===== config.mk =====
export PLATFORM = sky130hd
export DESIGN_NAME = iqs_top
export DESIGN_NICKNAME = d
export VERILOG_FILES = /design/src/iqs_pkg.sv /design/src/iqs_top.sv
export VERILOG_INCLUDE_DIRS = /design/src /design/src/src
export SDC_FILE = /design/constraint.sdc
export NUM_CORES = 1
export LEC_CHECK = 0
export ABC_AREA = 0
export ABC_CLOCK_PERIOD_IN_PS = 3300
export BUFFER_PORTS_ARGS = -buffer_cell sky130_fd_sc_hd__buf_2
export CAP_MARGIN = 25
export CORE_AREA = 2 2 98 100
export CTS_BUF_LIST = sky130_fd_sc_hd__clkbuf_4
export DETAILED_ROUTE_END_ITERATION = 10
export DIE_AREA = 0 0 100 102
export HOLD_SLACK_MARGIN = 0.12
export PLACE_DENSITY = 0.89
export SLEW_MARGIN = 20
export SYNTH_ARGS = -nofsm -noshare
export SYNTH_HDL_FRONTEND = slang
export SYNTH_SLANG_ARGS = --single-unit

===== constraint.sdc =====
create_clock -name aclk -period 3.3 [get_ports aclk]
set_input_delay 0.66 -clock aclk [delete_from_list [all_inputs] [get_ports aclk]]
set_output_delay 0.66 -clock aclk [all_outputs]
set_load 0.03 [all_outputs]

===== src/iqs_defines.svh =====
// constants for the i2c acknowledge / stop sequencer
// assumes an axi4-lite master with 32-bit data and a 25 MHz aclk
//
// Contract
// - ack go bit at control bit 4 starts ack
// - ack drives scl low, ack value on sda
// - one rollover with scl low, then release scl
// - scl sampled high, one rollover, scl low
// - ack end clears go, stops counter, idles
// - buffer write during ack sets collision, dropped
// - scl held low after ninth clock falls
// - halt go bit at control bit 2 drives sda low
// - sda sampled low reloads counter, counts down
// - timeout releases scl, rollover later releases sda
// - halt flag status bit 4 on sda/scl high
// - rollover after halt flag: clear go, set irq
// - buffer write during stop sets collision, dropped
// - released scl freezes counter until sampled high
// - scl high reloads counter from 7-bit divider
// - completed byte during sleep wakes cpu if enabled
// - reset disables port, aborts transfer
`ifndef IQS_DEFINES_SVH
`define IQS_DEFINES_SVH

`define IQS_ADDR_W 12
`define IQS_OFF_CON2 12'h000
`define IQS_OFF_STAT 12'h004
`define IQS_OFF_BUF 12'h008
`define IQS_OFF_DIV 12'h00C
`define IQS_OFF_CON1 12'h010
`define IQS_OFF_FLAG 12'h014

`define IQS_CON2_HALT_GO 2
`define IQS_CON2_ACK_GO 4
`define IQS_CON2_ACK_VAL 5
`define IQS_STAT_ACK_RX 0
`define IQS_STAT_BEGIN 3
`define IQS_STAT_HALT 4
`define IQS_CON1_ENABLE 0
`define IQS_CON1_IRQ_EN 1
`define IQS_CON1_SLEEP 2
`define IQS_FLAG_IRQ 0
`define IQS_FLAG_WRITE_COLLISION_FLAG 1

`define IQS_DIV_RESET 7'h7F
`define IQS_LAST_BIT 4'h8
`define IQS_RESP_OKAY 2'h0
`define IQS_RESP_SLVERR 2'h2

`endif


===== src/iqs_pkg.sv =====
// types for the i2c acknowledge / stop sequencer
// assumes iqs_defines.svh supplies the numeric constants
package iqs_pkg;
    typedef enum logic [3:0] {
        IQS_IDLE = 4'h0,
        IQS_ACK_LOW = 4'h1,
        IQS_ACK_REL = 4'h2,
        IQS_ACK_HIGH = 4'h3,
        IQS_STP_SDA_LOW = 4'h4,
        IQS_STP_CNT = 4'h5,
        IQS_STP_SCL_REL = 4'h6,
        IQS_STP_SDA_WAIT = 4'h7,
        IQS_STP_SDA_REL = 4'h8,
        IQS_STP_FIN = 4'h9,
        IQS_TX_LOW = 4'hA,
        IQS_TX_REL = 4'hB,
        IQS_TX_HIGH = 4'hC
    } iqs_state_t;
endpackage : iqs_pkg


===== src/iqs_top.sv =====
// i2c master acknowledge, stop and byte-transmit sequencer with axi4-lite registers
// assumes open-drain pads outside: a pin is pulled low while its _oe is high
`include "iqs_defines.svh"
`timescale 1ns/1ps
module iqs_top
    import iqs_pkg::*;
(
    // clock and reset
    input wire logic aclk,
    input wire logic aresetn,
    // axi4-lite write
    input wire logic [31:0] awaddr,
    input wire logic awvalid,
    output logic awready,
    input wire logic [31:0] wdata,
    input wire logic [3:0] wstrb,
    input wire logic wvalid,
    output logic wready,
    output logic [1:0] bresp,
    output logic bvalid,
    input wire logic bready,
    // axi4-lite read
    input wire logic [31:0] araddr,
    input wire logic arvalid,
    output logic arready,
    output logic [31:0] rdata,
    output logic [1:0] rresp,
    output logic rvalid,
    input wire logic rready,
    // i2c pins
    input wire logic scl_i,
    output logic scl_o,
    output logic scl_oe,
    input wire logic sda_i,
    output logic sda_o,
    output logic sda_oe,
    // processor wake
    output logic wake_cpu
);

    // ----------------------------------------
    // state
    // ----------------------------------------
    iqs_state_t state;
    iqs_state_t next_state;
    logic [6:0] divider_reload_value;
    logic [6:0] bit_rate_counter;
    logic [7:0] serial_buffer;
    logic [7:0] tx_shift;
    logic [3:0] bit_idx;
    logic acknowledge_sequence_go, halt_sequence_go, ack_bit_value;
    logic port_enable, irq_enable, cpu_sleep, tx_pend, ack_rx;
    logic serial_port_irq_flag, write_collision_flag, halt_flag, begin_flag;
    logic scl_m, scl_s, sda_m, sda_s, sda_d, scl_d;
    logic [`IQS_ADDR_W-1:0] aw_addr;
    logic [31:0] w_data;
    logic [3:0] w_strb;
    logic wr_fire, wr_lane, counting, tick;
    logic wr_con2, wr_buf, wr_div, wr_con1, wr_flag, buf_busy;

    // ----------------------------------------
    // pin synchronisers
    // ----------------------------------------
    always_ff @(posedge aclk) begin
        if (!aresetn) begin
            scl_m <= 1'b1;
            scl_s <= 1'b1;
            sda_m <= 1'b1;
            sda_s <= 1'b1;
            scl_d <= 1'b1;
            sda_d <= 1'b1;
        end else begin
            scl_m <= scl_i;
            scl_s <= scl_m;
            sda_m <= sda_i;
            sda_s <= sda_m;
            scl_d <= scl_s;
            sda_d <= sda_s;
        end
    end

    // ----------------------------------------
    // axi4-lite write channel
    // ----------------------------------------
    assign wr_fire = !awready && !wready && !bvalid;
    assign wr_lane = wr_fire && w_strb[0];
    assign wr_con2 = wr_lane && aw_addr == `IQS_OFF_CON2;
    assign wr_buf = wr_lane && aw_addr == `IQS_OFF_BUF;
    assign wr_div = wr_lane && aw_addr == `IQS_OFF_DIV;
    assign wr_con1 = wr_lane && aw_addr == `IQS_OFF_CON1;
    assign wr_flag = wr_lane && aw_addr == `IQS_OFF_FLAG;

    always_ff @(posedge aclk) begin
        if (!aresetn) begin
            awready <= 1'b1;
            wready <= 1'b1;
            bvalid <= 1'b0;
            bresp <= `IQS_RESP_OKAY;
            aw_addr <= '0;
            w_data <= '0;
            w_strb <= '0;
        end else begin
            if (awvalid && awready) begin
                awready <= 1'b0;
                aw_addr <= awaddr[`IQS_ADDR_W-1:0];
            end
            if (wvalid && wready) begin
                wready <= 1'b0;
                w_data <= wdata;
                w_strb <= wstrb;
            end
            if (wr_fire) begin
                bvalid <= 1'b1;
                // status register is read-only, so a write there is refused too
                bresp <= (aw_addr == `IQS_OFF_CON2 || aw_addr == `IQS_OFF_BUF ||
                          aw_addr == `IQS_OFF_DIV || aw_addr == `IQS_OFF_CON1 ||
                          aw_addr == `IQS_OFF_FLAG) ? `IQS_RESP_OKAY : `IQS_RESP_SLVERR;
            end else if (bvalid && bready) begin
                bvalid <= 1'b0;
                awready <= 1'b1;
                wready <= 1'b1;
            end
        end
    end

    // ----------------------------------------
    // axi4-lite read channel
    // ----------------------------------------
    always_ff @(posedge aclk) begin
        if (!aresetn) begin
            arready <= 1'b1;
            rvalid <= 1'b0;
            rdata <= '0;
            rresp <= `IQS_RESP_OKAY;
        end else if (arvalid && arready) begin
            arready <= 1'b0;
            rvalid <= 1'b1;
            rdata <= '0;
            rresp <= `IQS_RESP_OKAY;
            case (araddr[`IQS_ADDR_W-1:0])
                `IQS_OFF_CON2: begin
                    rdata[`IQS_CON2_ACK_VAL] <= ack_bit_value;
                    rdata[`IQS_CON2_ACK_GO] <= acknowledge_sequence_go;
                    rdata[`IQS_CON2_HALT_GO] <= halt_sequence_go;
                end
                `IQS_OFF_STAT: begin
                    rdata[`IQS_STAT_HALT] <= halt_flag;
                    rdata[`IQS_STAT_BEGIN] <= begin_flag;
                    rdata[`IQS_STAT_ACK_RX] <= ack_rx;
                end
                `IQS_OFF_BUF: rdata[7:0] <= serial_buffer;
                `IQS_OFF_DIV: rdata[6:0] <= divider_reload_value;
                `IQS_OFF_CON1: begin
                    rdata[`IQS_CON1_ENABLE] <= port_enable;
                    rdata[`IQS_CON1_IRQ_EN] <= irq_enable;
                    rdata[`IQS_CON1_SLEEP] <= cpu_sleep;
                end
                `IQS_OFF_FLAG: begin
                    rdata[`IQS_FLAG_IRQ] <= serial_port_irq_flag;
                    rdata[`IQS_FLAG_WRITE_COLLISION_FLAG] <= write_collision_flag;
                end
                default: rresp <= `IQS_RESP_SLVERR;
            endcase
        end else if (rvalid && rready) begin
            rvalid <= 1'b0;
            arready <= 1'b1;
        end
    end

    // ----------------------------------------
    // control registers
    // ----------------------------------------
    // go bits only arm in idle; only clearing the port enable aborts a running sequence
    always_ff @(posedge aclk) begin
        if (!aresetn) begin
            acknowledge_sequence_go <= 1'b0;
            halt_sequence_go <= 1'b0;
            ack_bit_value <= 1'b0;
            port_enable <= 1'b0;
            irq_enable <= 1'b0;
            cpu_sleep <= 1'b0;
            divider_reload_value <= `IQS_DIV_RESET;
        end else begin
            if (wr_con2) begin
                ack_bit_value <= w_data[`IQS_CON2_ACK_VAL];
                if (state == IQS_IDLE && w_data[`IQS_CON2_ACK_GO])
                    acknowledge_sequence_go <= 1'b1;
                if (state == IQS_IDLE && w_data[`IQS_CON2_HALT_GO])
                    halt_sequence_go <= 1'b1;
            end
            if (state == IQS_ACK_HIGH && next_state == IQS_IDLE)
                acknowledge_sequence_go <= 1'b0;
            if (state == IQS_STP_FIN && next_state == IQS_IDLE)
                halt_sequence_go <= 1'b0;
            if (!port_enable) begin
                acknowledge_sequence_go <= 1'b0;
                halt_sequence_go <= 1'b0;
            end
            if (wr_div)
                divider_reload_value <= w_data[6:0];
            if (wr_con1) begin
                port_enable <= w_data[`IQS_CON1_ENABLE];
                irq_enable <= w_data[`IQS_CON1_IRQ_EN];
                cpu_sleep <= w_data[`IQS_CON1_SLEEP];
            end
        end
    end

    // ----------------------------------------
    // buffer and collision
    // ----------------------------------------
    assign buf_busy = state != IQS_IDLE || acknowledge_sequence_go || halt_sequence_go || tx_pend;

    always_ff @(posedge aclk) begin
        if (!aresetn) begin
            serial_buffer <= '0;
            tx_pend <= 1'b0;
            write_collision_flag <= 1'b0;
        end else begin
            if (wr_flag && w_data[`IQS_FLAG_WRITE_COLLISION_FLAG])
                write_collision_flag <= 1'b0;
            if (wr_buf && buf_busy)
                write_collision_flag <= 1'b1;
            else if (wr_buf && port_enable) begin
                serial_buffer <= w_data[7:0];
                tx_pend <= 1'b1;
            end
            if (state == IQS_IDLE && next_state == IQS_TX_LOW)
                tx_pend <= 1'b0;
            if (!port_enable)
                tx_pend <= 1'b0;
        end
    end

    // ----------------------------------------
    // bit rate counter
    // ----------------------------------------
    assign counting = state == IQS_ACK_LOW || state == IQS_ACK_HIGH || state == IQS_STP_CNT ||
                      state == IQS_STP_SDA_WAIT || state == IQS_STP_FIN ||
                      state == IQS_TX_LOW || state == IQS_TX_HIGH;
    assign tick = counting && bit_rate_counter == '0;

    // every state change reloads; release states are not counting, so the count stays frozen there
    always_ff @(posedge aclk) begin
        if (!aresetn)
            bit_rate_counter <= '0;
        else if (state != next_state)
            bit_rate_counter <= divider_reload_value;
        else if (counting && bit_rate_counter != '0)
            bit_rate_counter <= bit_rate_counter - 7'h01;
    end

    // ----------------------------------------
    // sequencer
    // ----------------------------------------
    always_comb begin
        next_state = state;
        case (state)
            IQS_IDLE: begin
                if (acknowledge_sequence_go)
                    next_state = IQS_ACK_LOW;
                else if (halt_sequence_go)
                    next_state = IQS_STP_SDA_LOW;
                else if (tx_pend)
                    next_state = IQS_TX_LOW;
            end
            IQS_ACK_LOW: if (tick) next_state = IQS_ACK_REL;
            IQS_ACK_REL: if (scl_s) next_state = IQS_ACK_HIGH;
            IQS_ACK_HIGH: if (tick) next_state = IQS_IDLE;
            IQS_STP_SDA_LOW: if (!sda_s) next_state = IQS_STP_CNT;
            IQS_STP_CNT: if (tick) next_state = IQS_STP_SCL_REL;
            IQS_STP_SCL_REL: if (scl_s) next_state = IQS_STP_SDA_WAIT;
            IQS_STP_SDA_WAIT: if (tick) next_state = IQS_STP_SDA_REL;
            IQS_STP_SDA_REL: if (sda_s && scl_s) next_state = IQS_STP_FIN;
            IQS_STP_FIN: if (tick) next_state = IQS_IDLE;
            IQS_TX_LOW: if (tick) next_state = IQS_TX_REL;
            IQS_TX_REL: if (scl_s) next_state = IQS_TX_HIGH;
            IQS_TX_HIGH: begin
                if (tick)
                    next_state = (bit_idx == `IQS_LAST_BIT) ? IQS_IDLE : IQS_TX_LOW;
            end
            default: next_state = IQS_IDLE;
        endcase
        if (!port_enable)
            next_state = IQS_IDLE;
    end

    always_ff @(posedge aclk) begin
        if (!aresetn)
            state <= IQS_IDLE;
        else
            state <= next_state;
    end

    // transmit shifter: eight data bits, then a ninth with sda released for ack
    always_ff @(posedge aclk) begin
        if (!aresetn) begin
            tx_shift <= '0;
            bit_idx <= '0;
            ack_rx <= 1'b0;
        end else if (state == IQS_IDLE && next_state == IQS_TX_LOW) begin
            tx_shift <= serial_buffer;
            bit_idx <= '0;
        end else if (state == IQS_TX_HIGH && tick) begin
            tx_shift <= {tx_shift[6:0], 1'b0};
            bit_idx <= bit_idx + 4'h1;
            if (bit_idx == `IQS_LAST_BIT)
                ack_rx <= sda_s;
        end
    end

    // ----------------------------------------
    // pin drivers
    // ----------------------------------------
    // entering idle from ack or byte end pulls scl low again, so scl stays low between bytes
    always_ff @(posedge aclk) begin
        if (!aresetn) begin
            scl_oe <= 1'b0;
            sda_oe <= 1'b0;
        end else if (!port_enable) begin
            scl_oe <= 1'b0;
            sda_oe <= 1'b0;
        end else if (state != next_state) begin
            case (next_state)
                IQS_ACK_LOW: begin
                    scl_oe <= 1'b1;
                    sda_oe <= !ack_bit_value;
                end
                IQS_STP_SDA_LOW: begin
                    scl_oe <= 1'b1;
                    sda_oe <= 1'b1;
                end
                IQS_TX_LOW: begin
                    scl_oe <= 1'b1;
                    sda_oe <= (state == IQS_IDLE) ? !serial_buffer[7] :
                              (bit_idx == `IQS_LAST_BIT - 4'h1) ? 1'b0 : !tx_shift[6];
                end
                IQS_ACK_REL, IQS_TX_REL, IQS_STP_SCL_REL: scl_oe <= 1'b0;
                IQS_STP_SDA_REL: sda_oe <= 1'b0;
                IQS_IDLE: begin
                    if (state == IQS_ACK_HIGH || state == IQS_TX_HIGH)
                        scl_oe <= 1'b1;
                    if (state == IQS_ACK_HIGH)
                        sda_oe <= 1'b0;
                end
                default: begin
                    scl_oe <= scl_oe;
                    sda_oe <= sda_oe;
                end
            endcase
        end
    end

    always_ff @(posedge aclk) begin
        if (!aresetn) begin
            scl_o <= 1'b0;
            sda_o <= 1'b0;
        end else begin
            scl_o <= 1'b0;
            sda_o <= 1'b0;
        end
    end

    // ----------------------------------------
    // status flags and wake
    // ----------------------------------------
    always_ff @(posedge aclk) begin
        if (!aresetn) begin
            halt_flag <= 1'b0;
            begin_flag <= 1'b0;
            serial_port_irq_flag <= 1'b0;
            wake_cpu <= 1'b0;
        end else begin
            if (!port_enable) begin
                halt_flag <= 1'b0;
                begin_flag <= 1'b0;
            end else if (state == IQS_STP_SDA_REL && next_state == IQS_STP_FIN) begin
                halt_flag <= 1'b1;
                begin_flag <= 1'b0;
            end else if (scl_s && scl_d && sda_d && !sda_s) begin
                begin_flag <= 1'b1;
                halt_flag <= 1'b0;
            end
            if (wr_flag && w_data[`IQS_FLAG_IRQ])
                serial_port_irq_flag <= 1'b0;
            if ((state == IQS_STP_FIN || state == IQS_TX_HIGH) && next_state == IQS_IDLE &&
                port_enable)
                serial_port_irq_flag <= 1'b1;
            wake_cpu <= cpu_sleep && irq_enable && serial_port_irq_flag;
        end
    end
endmodule : iqs_top


After elaboration in Yosys (flattened, before gate mapping)
Cells that the tools add are included.
{ "op_classes": {"reduce_logical": 88, "bitwise_logic": 4, "n_eq_ne": 34, "muxes": 55, "addsub": 2} }
{ "op_table": {"columns": ["operator", "n"], "rows": [
  ["$mux 4", 16],
  ["$eq 12x4->1 const B", 4],
  ["$eq 12x5->1 const B", 4],
  ["$pmux 4 s12", 1],
  ["$eq 4x4->1 const B", 10],
  ["$logic_and 1x1->1", 34],
  ["$eq 4x3->1 const B", 7],
  ["$mux 7", 4],
  ["$logic_not 12->1", 2],
  ["$mux 1", 23],
  ["$reduce_or 3->1", 6],
  ["$logic_or 1x1->1", 15],
  ["$reduce_bool 2->1", 7],
  ["$eq 12x3->1 const B", 1],
  ["$eq 4x2->1 const B", 3],
  ["$pmux 1 s4", 3],
  ["$pmux 1 s5", 2],
  ["$pmux 1 s3", 3],
  ["$reduce_and 3->1", 3],
  ["$eq 4x1->1 const B", 2],
  ["$logic_not 4->1", 2],
  ["$reduce_and 2->1", 4],
  ["$logic_not 1->1", 7],
  ["$logic_not 7->1", 1],
  ["other kinds (13)", 19]
]} }
{ "word_totals": {"out_inout_bits": 46, "inputBits": 109, "regBits": 96} }

Depth between registers and ports, before layout
Gate-level depths: netlist (run 1).
{ "depth": {"depth_word": 15, "ltp_mapped": 11} }

Worst setup path before layout (run 1)
No wires, ideal clock.
{ "synth_timing": {"kind": "reg-to-reg", "from": "register bit_rate_counter[0]", "to": "register sda_oe", "slack_ps": 618, "stages_incl_launch_ff": 10, "setup_time_ps": 121, "arrival_time_ps": 2561, "path_cell_list": "dfxtp_1 -> inv_1 -> ha_1 -> or4b_4 -> o31a_1 -> nor4_4 -> nor2_2 -> or3_1 -> o211a_1 -> mux2_4"} }
{ "synth_between": {"elab_chain_cells": 8} }
{ "synth_rtl": {"columns": ["element", "line_no", "source"], "rows": [
  ["start: declaration", "iqs_top.sv:47", "logic [6:0] bit_rate_counter;"],
  ["start signal: assignment", "iqs_top.sv:248", "bit_rate_counter <= divider_reload_value;"],
  ["start signal: assignment", "iqs_top.sv:250", "bit_rate_counter <= bit_rate_counter - 7'h01;"],
  ["$logic_not 7->1 (*)", "iqs_top.sv:241", "assign tick = counting && bit_rate_counter == '0;"],
  ["$logic_and 1x1->1 (*)", "iqs_top.sv:241", null],
  ["$mux 4, or another cell as far along", "iqs_top.sv:279", "if (tick)"],
  ["$pmux 4 s12 (*)", "iqs_top.sv:258", "case (state)"],
  ["$mux 4 (*)", "iqs_top.sv:284", "if (!port_enable)"],
  ["$eq 4x4->1, or another cell as far along", "iqs_top.sv:324", "case (next_state)"],
  ["$reduce_bool 5->1 (no line) or $ne 2x2->1 (tied branches)", null, null],
  ["$reduce_and 3->1 (no line)", null, null],
  ["end signal: assignment", "iqs_top.sv:327", "sda_oe <= !ack_bit_value;"],
  ["end signal: assignment", "iqs_top.sv:335", "sda_oe <= (state == IQS_IDLE) ? !serial_buffer[7] :"],
  ["end signal: assignment", "iqs_top.sv:348", "sda_oe <= sda_oe;"],
  ["end: declaration", "iqs_top.sv:36", "output logic sda_oe,"]
]} }
Mark *: on every way between the ends. The rest lies on a longest branch, timed or not.
A chain may end at the register's enable or synchronous reset.

Final worst setup path (run 1)
{ "layout_timing": {"from": "register state[0]", "to": "register sda_oe"} }
{ "layout_between": {"elab_chain_cells": 14} }
{ "layout_rtl": {"columns": ["element", "line_no", "source"], "rows": [
  ["start: declaration", "iqs_top.sv:44", "iqs_state_t state;"],
  ["start signal: assignment", "iqs_top.sv:292", "state <= next_state;"],
  ["$eq 4x1->1 or $eq 4x2->1 (tied branches)", "iqs_top.sv:238, iqs_top.sv:258, iqs_top.sv:343", null],
  ["$logic_or 1x1->1 (3 in series)", "iqs_top.sv:238", "assign counting = state == IQS_ACK_LOW || state == IQS_ACK_HIGH || state == IQS_STP_CNT ||"],
  ["$logic_or 1x1->1 (2 in series)", "iqs_top.sv:239", "state == IQS_STP_SDA_WAIT || state == IQS_STP_FIN ||"],
  ["$logic_or 1x1->1", "iqs_top.sv:240", "state == IQS_TX_LOW || state == IQS_TX_HIGH;"],
  ["$logic_and 1x1->1", "iqs_top.sv:241", null],
  ["$mux 4, or another cell as far along", "iqs_top.sv:279", null],
  ["$pmux 4 s12", "iqs_top.sv:258", null],
  ["$mux 4", "iqs_top.sv:284", null],
  ["$eq 4x4->1, or another cell as far along", "iqs_top.sv:324", null],
  ["$reduce_bool 5->1 (no line) or $ne 2x2->1 (tied branches)", null, null],
  ["$reduce_and 3->1 (no line)", null, null]
]} }
Several ways; a longest one is shown, not always the timed one.

==> results of run 1 <==
-- cells in the final DEF (no fill, tap or decap), drive strengths merged, types with 9 or more instances in the layout --
master / n
a211oi: 10
a21oi: 49
a31oi: 12
buf: 71
clkbuf: 9
conb: 28
dfxtp: 94
inv: 14
mux2i: 22
nand2: 80
nand2b: 11
nand3: 22
nor2: 58
nor3: 10
o21ai: 14
-- per-stage QoR --
stage	cell area, um2	hold WS (ns)	setup WS [ns]	instances
after floorplan	4710	0.386	0.618	585
after global placement	4920	0.390	0.421	711
after detailed placement	4920	0.392	0.417	711
after CTS	5050	0.374	0.365	727
after global routing	5050	0.380	0.180	727
final	5050	0.387	0.286	727
-- cells by family (layout without fill, tap and decap cells) --
logic type,Yosys count,in the layout,share of synthesized area (%)
AND/OR/NAND/NOR,233,233,25.4
AO/OA/AOI/OAI,123,123,17.0
flip-flops,94,94,40.8
buffers and inverters,68,99,7.92
multiplexers,25,25,5.83
XOR/XNOR,11,11,2.09
adder cells (fa/ha/maj),3,3,0.814
other,1,28,0.0813
-- layer usage --
layer  share of wire, %  up-vias  global-route usage [%]
li1                   -     2026                       -
met1                 42     1964                    27.8
met2                 48      180                    37.7
met3                7.9       25                    5.61
met4                2.3        0                    7.48
met5                  0        -                       0
-- where the power goes --
group,leakage [nW],switching [mW],internal [mW]
Clock,0.0762,0.417,0.175
Sequential,0.763,0.0225,1.16
Combinational,1.12,0.122,0.0499
-- sequential cells by signal, indices dropped and copies added (netlist names), 4 cells and up --
register / flops
aw_addr: 12
tx_shift: 7
divider_reload_value: 7
bit_idx: 4
bit_rate_counter: 7
rdata: 8
w_data: 8
state: 4
serial_buffer: 8
-- critical path, cell delays in order, from the launching register on --
cell     delay [ns]
dfxtp_1        0.79
nor2_1         0.27
a31oi_1        0.22
o22ai_1        0.12
a31oi_1        0.57
nand4_1        0.26
a211o_1        0.33
a31oi_1        0.21
mux2_4         0.18
-- final cells by class --
type | count | area, um2 | share of cell area (%)
Tap cell | 111 | 139 | 2.75
Sequential cell | 94 | 1880 | 37.3
Timing Repair Buffer | 71 | 385 | 7.63
Multi-Input combinational cell | 423 | 2460 | 48.8
Inverter | 12 | 45.0 | 0.892
Clock buffer | 9 | 67.6 | 1.34
Clock inverter | 7 | 65.1 | 1.29
-- final timing paths --
| check | end | depth (start not counted) | startpoint |
|---|---|---|---|
| worst max register to register | sda_oe | 8 | state[0] |
| worst max-delay path | sda_oe | 8 | state[0] |
| worst min-delay path | scl_m | 2 | scl_i |
| worst min register to register | scl_s | 1 | scl_m |
==> summary by stage, run 1 <==
Outcome
The run finished with clean final reports.

Timing
The number of pins exceeding their max-slew limit in the final report is 0. The maximum clock frequency is around 330 MHz. The shortest clock period the worst path allows after layout is between 3 and 4 ns. The period utilization is roughly nine tenths. Summed over all failing endpoints, the final setup total negative slack is 0 ns. Setup violations remaining at the end of the flow were counted as 0. The clock skew is about 0.022 ns. The final hold violation count was 0. The headroom to the max-slew limit is between 40% and 50%.

Setup repair after global routing left no endpoint under its margin. The pin slew with the least headroom to its limit is ~0.84 ns.

CTS
The clock tree synthesis step divided the H-tree into 3 levels. Counting along the longest clock path gives a buffer depth of 2. The clock net in this run drives a total of 94 sinks. Clock-pin slew was measured on the worst setup and hold paths at ~0.16 ns. The post-cts gate resize count is 0. The cell chosen for the clock root is clkbuf_4. Clock latency on the worst-skew pair, taken at its later pin, is about 0.44 ns. The number of buffers created by CTS is 9. The number of setup buffers added after CTS is 0. In this run, post-CTS hold repair placed 0 buffers. TritonCTS built the clock tree.

Synth
The post-synthesis register bit count is 94. The most common cell in the synthesized netlist is dfxtp_1. Summed over all instances, the cell type with the most area after synthesis is dfxtp_1. In this run, synthesis inferred 0 flip-flops with an integrated enable. The number of warnings printed during yosys synthesis is 0. The combined area of all synthesized cells is roughly 4600 um2.

The fraction of registers with async set or reset after synthesis is 0%. The most common flop cell mapped by yosys is dfxtp_1. The average instance in the mapped netlist occupies a little over 8 um2. By count the netlist is led by 94 x dfxtp_1, 80 x nand2_1, 56 x nor2_1, 49 x a21oi_1, 28 x buf_4.

The count of mapped cells out of synthesis is approximately 560. The share of the Yosys chip area taken by registers is approximately two fifths. The area fraction of the dominant cell type after synthesis is approximately 41%. In this run, distinct cell masters in the synthesized netlist total 68. Yosys attributes the largest share of cell area to dfxtp_1 41%, nand2_1 6.5%, a21oi_1 5.3%.

Placement
The HPWL after detailed placement is 8450 um. The congestion estimate from routability-driven global placement came to 0.922. During placement, the flow inserted port buffers numbering 59.

Route
Using the TritonRoute via totals, the vias-per-cell ratio works out to ~5.8. For this run, design rule violations remaining after detail routing come to 0. The routed design has between 10000 and 15000 um of wire.

In this run the remaining antenna-violating nets after routing total 0. In the final routed layout, each cell accounts on average for around 15 um. The number of detailed-route iterations in the first pass is 5. The routed layout has ~4200 vias. The detailed router finished its first iteration with 400 violations.

Finish
Fill cells in the final layout number ~800. The area added between synthesis and finish is 9.50%. The net count reported at finish is between 700 and 800. 0 antenna diodes ended up in the layout. The final standard cell utilization of the core is 55.4%. The share of layout cells above drive strength 1 is approximately 17%.

Job
The number of violations of the max-capacitance limit is 0.

Global route
The overall fraction of global-route tracks in use is between 20 and 25%. The initial antenna violation count is 0. Entering global routing, the biggest net connects just over 60 pins. The total congestion overflow is 0. The number of global-route vias before repair is 3858. The first global-routing pass estimated between 15000 and 20000 um of wire.

Floorplan
The floorplan step defined a die boundary enclosing slightly above 10000 um2. The die is 100 um wide. The initial cell density of the core is approximately 51%. The number of primary I/O pins is 155. The die is between 100 and 150 um tall.

The floorplan has 35 rows. The placeable core region is just over 9000 um2.

Power
The total power divided by cell area is 385 nW/um2. VDD sags by at most between 0.3 and 0.4 mV. The reported leakage power is around 2.0 nW. After layout, the design draws a total of ~1.9 mW.

Setup path
The worst setup path is captured at a flop. The type of element launching the critical path is a flop. The worst setup path is of the flop to flop kind. The slack of the worst reg-to-reg path is around 0.29 ns. For the worst setup path, the data required time is ~3.7 ns. Data arrives at the worst endpoint at around 3.4 ns. The maximum net fanout on the critical path is 19.

Worst hold path
The path category of the worst min-delay check is input port to flop.
(Power assumes the default switching activity.)
==> inputs of run 2 (changes only) <==
--- a/config.mk
+++ b/config.mk
@@ -10,12 +10,12 @@
 export ABC_CLOCK_PERIOD_IN_PS = 3300
 export BUFFER_PORTS_ARGS = -buffer_cell sky130_fd_sc_hd__buf_2
 export CAP_MARGIN = 25
-export CORE_AREA = 2 2 98 100
+export CORE_AREA = 2 2 80 121
 export CTS_BUF_LIST = sky130_fd_sc_hd__clkbuf_4
 export DETAILED_ROUTE_END_ITERATION = 10
-export DIE_AREA = 0 0 100 102
+export DIE_AREA = 0 0 82 123
 export HOLD_SLACK_MARGIN = 0.12
-export PLACE_DENSITY = 0.89
+export PLACE_DENSITY = 0.9
 export SLEW_MARGIN = 20
 export SYNTH_ARGS = -nofsm -noshare
 export SYNTH_HDL_FRONTEND = slang
==> run 2 against run 1 <==
  * Design area is 0.37% higher
  * Via count is 0.43% lower
  * Clock-buffer cell count stayed put
  * Clock skew is 0.0043 ns lower
  * Sequential power hardly changed
  * Global-route usage is 1.1 points higher
  * Fmax is 2.3% higher
  * Worst hold slack worse by 0.0042 ns
  * Critical path depth stayed put
  * Power is 5.4% higher
==> summary by stage, run 2 (synthesized netlist as in run 1, its figures left out) <==
Floorplan
The die extent in x is 82 um (-18%). The initial cell density of the core is 51.0% (+0.39 points). The number of primary I/O pins came to 155 (unchanged).

The full die area is 10100 um2 (-1.1%). The vertical die dimension is 123 um (+21%). The placeable core region is 9040 um2 (-0.77%). The number of placement rows is 43 (+23%).

Route
The number of detailed-route iterations in the first pass was 4 (-1). The residual antenna-violating net count after detailed routing is 0 (unchanged). The total DRC errors in the routed layout is 0 (unchanged). The routed wire length is 11400 um (+2.8%). The via count of the routed design is 4177 (-0.43%). The routed wirelength normalized by instance count is 15.7 um (+2.8%). The detailed router's first-iteration violation count is 244 (-39%). The ratio of routed vias to standard cells was 5.75 (-0.43%).

Placement
The routability congestion estimate from global placement is 0.883 (-4.3%). The number of input and output port buffers inserted was 59 (unchanged). The cell area after placement came to 4900 um2 (-0.28%). The final HPWL from detailed placement is 8750 um (+3.6%). The setup slack after placement is 0.435 ns (+0.0178 ns).

CTS
The CTS tree is yes. The number of buffers created by CTS was 9 (unchanged). The count of hold buffers inserted by post-cts repair is 0 (unchanged).

The TritonCTS sink count is 94 (unchanged). The clock latency of the later-clocked register in the worst-skew pair is 0.45 ns (about the same). The clock transition at the register clock pins on the worst setup and hold paths after CTS is 0.14 ns (-0.02 ns). The cell chosen for the clock root is clkbuf_4. The buffer count from post-CTS setup fixing came to 0 (unchanged). The H-tree depth is 3 (unchanged). The maximum clock insertion buffer count is 2 (unchanged).

The post-cts gate resize count is 0 (unchanged).

Setup path
The maximum net fanout on the critical path is 19 (unchanged). The maximum single-stage delay on the critical path is 0.79 ns (about the same). The type of element launching the critical path is a flop.

The standard cell with the maximum stage delay on the critical path is dfxtp_1. The cell family contributing the most delay on the critical path is compound AO/OA/AOI/OAI gates. The cell that appears most often on the critical path is a31oi_1.

The signal on the critical path passes through nor2_1 -> a31oi_1 -> o22ai_1 -> a31oi_1 -> nand3_2 -> nand3_1 -> o211a_1 -> mux2_4. The arrival time reported for the critical path endpoint is 3.31 ns (-0.09 ns). The category of the most critical setup path is flop to flop. The required time reported for the critical path endpoint is 3.66 ns (-0.02 ns). The worst setup path is captured at a flop. The number of buffers and inverters on the critical path is 0 (unchanged).

Finish
The share of layout cells above drive strength 1 is 16.1% (-0.43 points). The number of fillers in the final layout was 801 (-2.1%). The top cell types in the final layout, fill and taps aside, are 94 x dfxtp_1, 80 x nand2_1, 59 x buf_2, 56 x nor2_1, 49 x a21oi_1. The number of flip-flops in the largest register is 12 (unchanged). The area of all placed cells without fillers came to 5070 um2 (+0.37%).

The area added between synthesis and finish is 9.91%. The final standard cell utilization of the core is 56.1% (+0.64 points). The register with the most flip-flops in the final layout is aw_addr. The most frequent standard cell in the layout excluding fill and tap cells is dfxtp_1.

The net count reported at finish came to 721 (-0.28%).

Global route
The total congestion overflow is 0 (unchanged). The initial antenna violation count came to 1 (+1). The overall fraction of global-route tracks in use was 23.4% (+1.1 points). The number of global-route vias before repair is 3926 (+1.8%). The pin count of the biggest net entering global routing is 39 (-37%). The global-route wire length before repair came to 18200 um (-0.61%).

Timing
The maximum clock frequency is 339 MHz (+2.3%). The clock skew was 0.0181 ns (-0.00428 ns). Setup repair after global routing left no endpoint under its margin.

The headroom to the max-slew limit was 47.3% (+3.8 points). The shortest clock period the worst path allows after layout is 2.95 ns (-0.0677 ns). The number of setup violations in the final report is 0 (unchanged).

The number of pins exceeding their max-slew limit in the final report came to 0 (unchanged). The worst-case setup margin in the final layout came to 0.354 ns (+0.0677 ns). The setup TNS came to 0 ns (unchanged).

The period utilization was 89.3% (-2.1 points). The final hold violation count is 0 (unchanged). The pin slew with the least headroom to its limit is 0.787 ns (-0.0566 ns).

Worst hold path
The worst hold path belongs to the class input port to flop.

Job
The number of violations of the max-capacitance limit is 0 (unchanged).

Power
The maximum VDD drop came to 0.330 mV (+9.7%). The reported leakage power came to 1.96 nW (about the same). The post-layout total power is 2.05 mW (+5.4%). The total power divided by cell area is 405 nW/um2 (+5.0%).

Outcome
The flow ran to the end, and the final reports show no timing, DRC or antenna violations.
[run 2: routing by layer]
metal / global-route usage (%) / vias to the layer above / routed length, um
met4: 14.0 / 0 / 637
met3: 4.09 / 39 / 475
met2: 41.8 / 155 / 6110
li1: - / 2018 / -
met5: 0 / - / 0
met1: 24.9 / 1965 / 4230
[run 2: metrics by stage]
stage	hold slack [ns]	cells
floorplan	0.386	585
global placement	0.390	710
CTS	0.366	726
detailed placement	0.397	710
finish	0.383	727
global route	0.350	727
[run 2: final timing paths]
check	startpoint	to	slack (ns)	depth (start not counted)
setup reg to reg	state[0]	sda_oe	0.35	8
setup / recovery	state[0]	sda_oe	0.35	8
hold reg to reg	scl_m	scl_s	0.43	1
hold / removal	scl_i	scl_m	0.38	2
[run 2: worst register-to-register path, stage by stage, from the launching register on]
cell and delay, ns:
dfxtp_1 0.79, nor2_1 0.26, a31oi_1 0.22, o22ai_1 0.13, a31oi_1 0.53, nand3_2 0.19, nand3_1 0.22, o211a_1 0.21
mux2_4 0.30
[run 2: layout make-up]
type | count | area (um2) | share of cell area [%]
Tap cell | 112 | 140 | 2.77
Multi-Input combinational cell | 423 | 2460 | 48.6
Sequential cell | 94 | 1880 | 37.1
Timing Repair Buffer | 69 | 370 | 7.31
Antenna cell | 1 | 2.50 | 0.0494
Clock buffer | 9 | 67.6 | 1.33
Clock inverter | 7 | 95.1 | 1.88
Inverter | 12 | 45.0 | 0.889
[run 2: where the power goes]
group	leakage (nW)	total [mW]	internal, mW	switching [mW]
registers	0.763	1.18	1.16	0.0234
clock network	0.0883	0.698	0.310	0.388
logic	1.11	0.171	0.0499	0.121
total	1.96	2.05	1.52	0.532
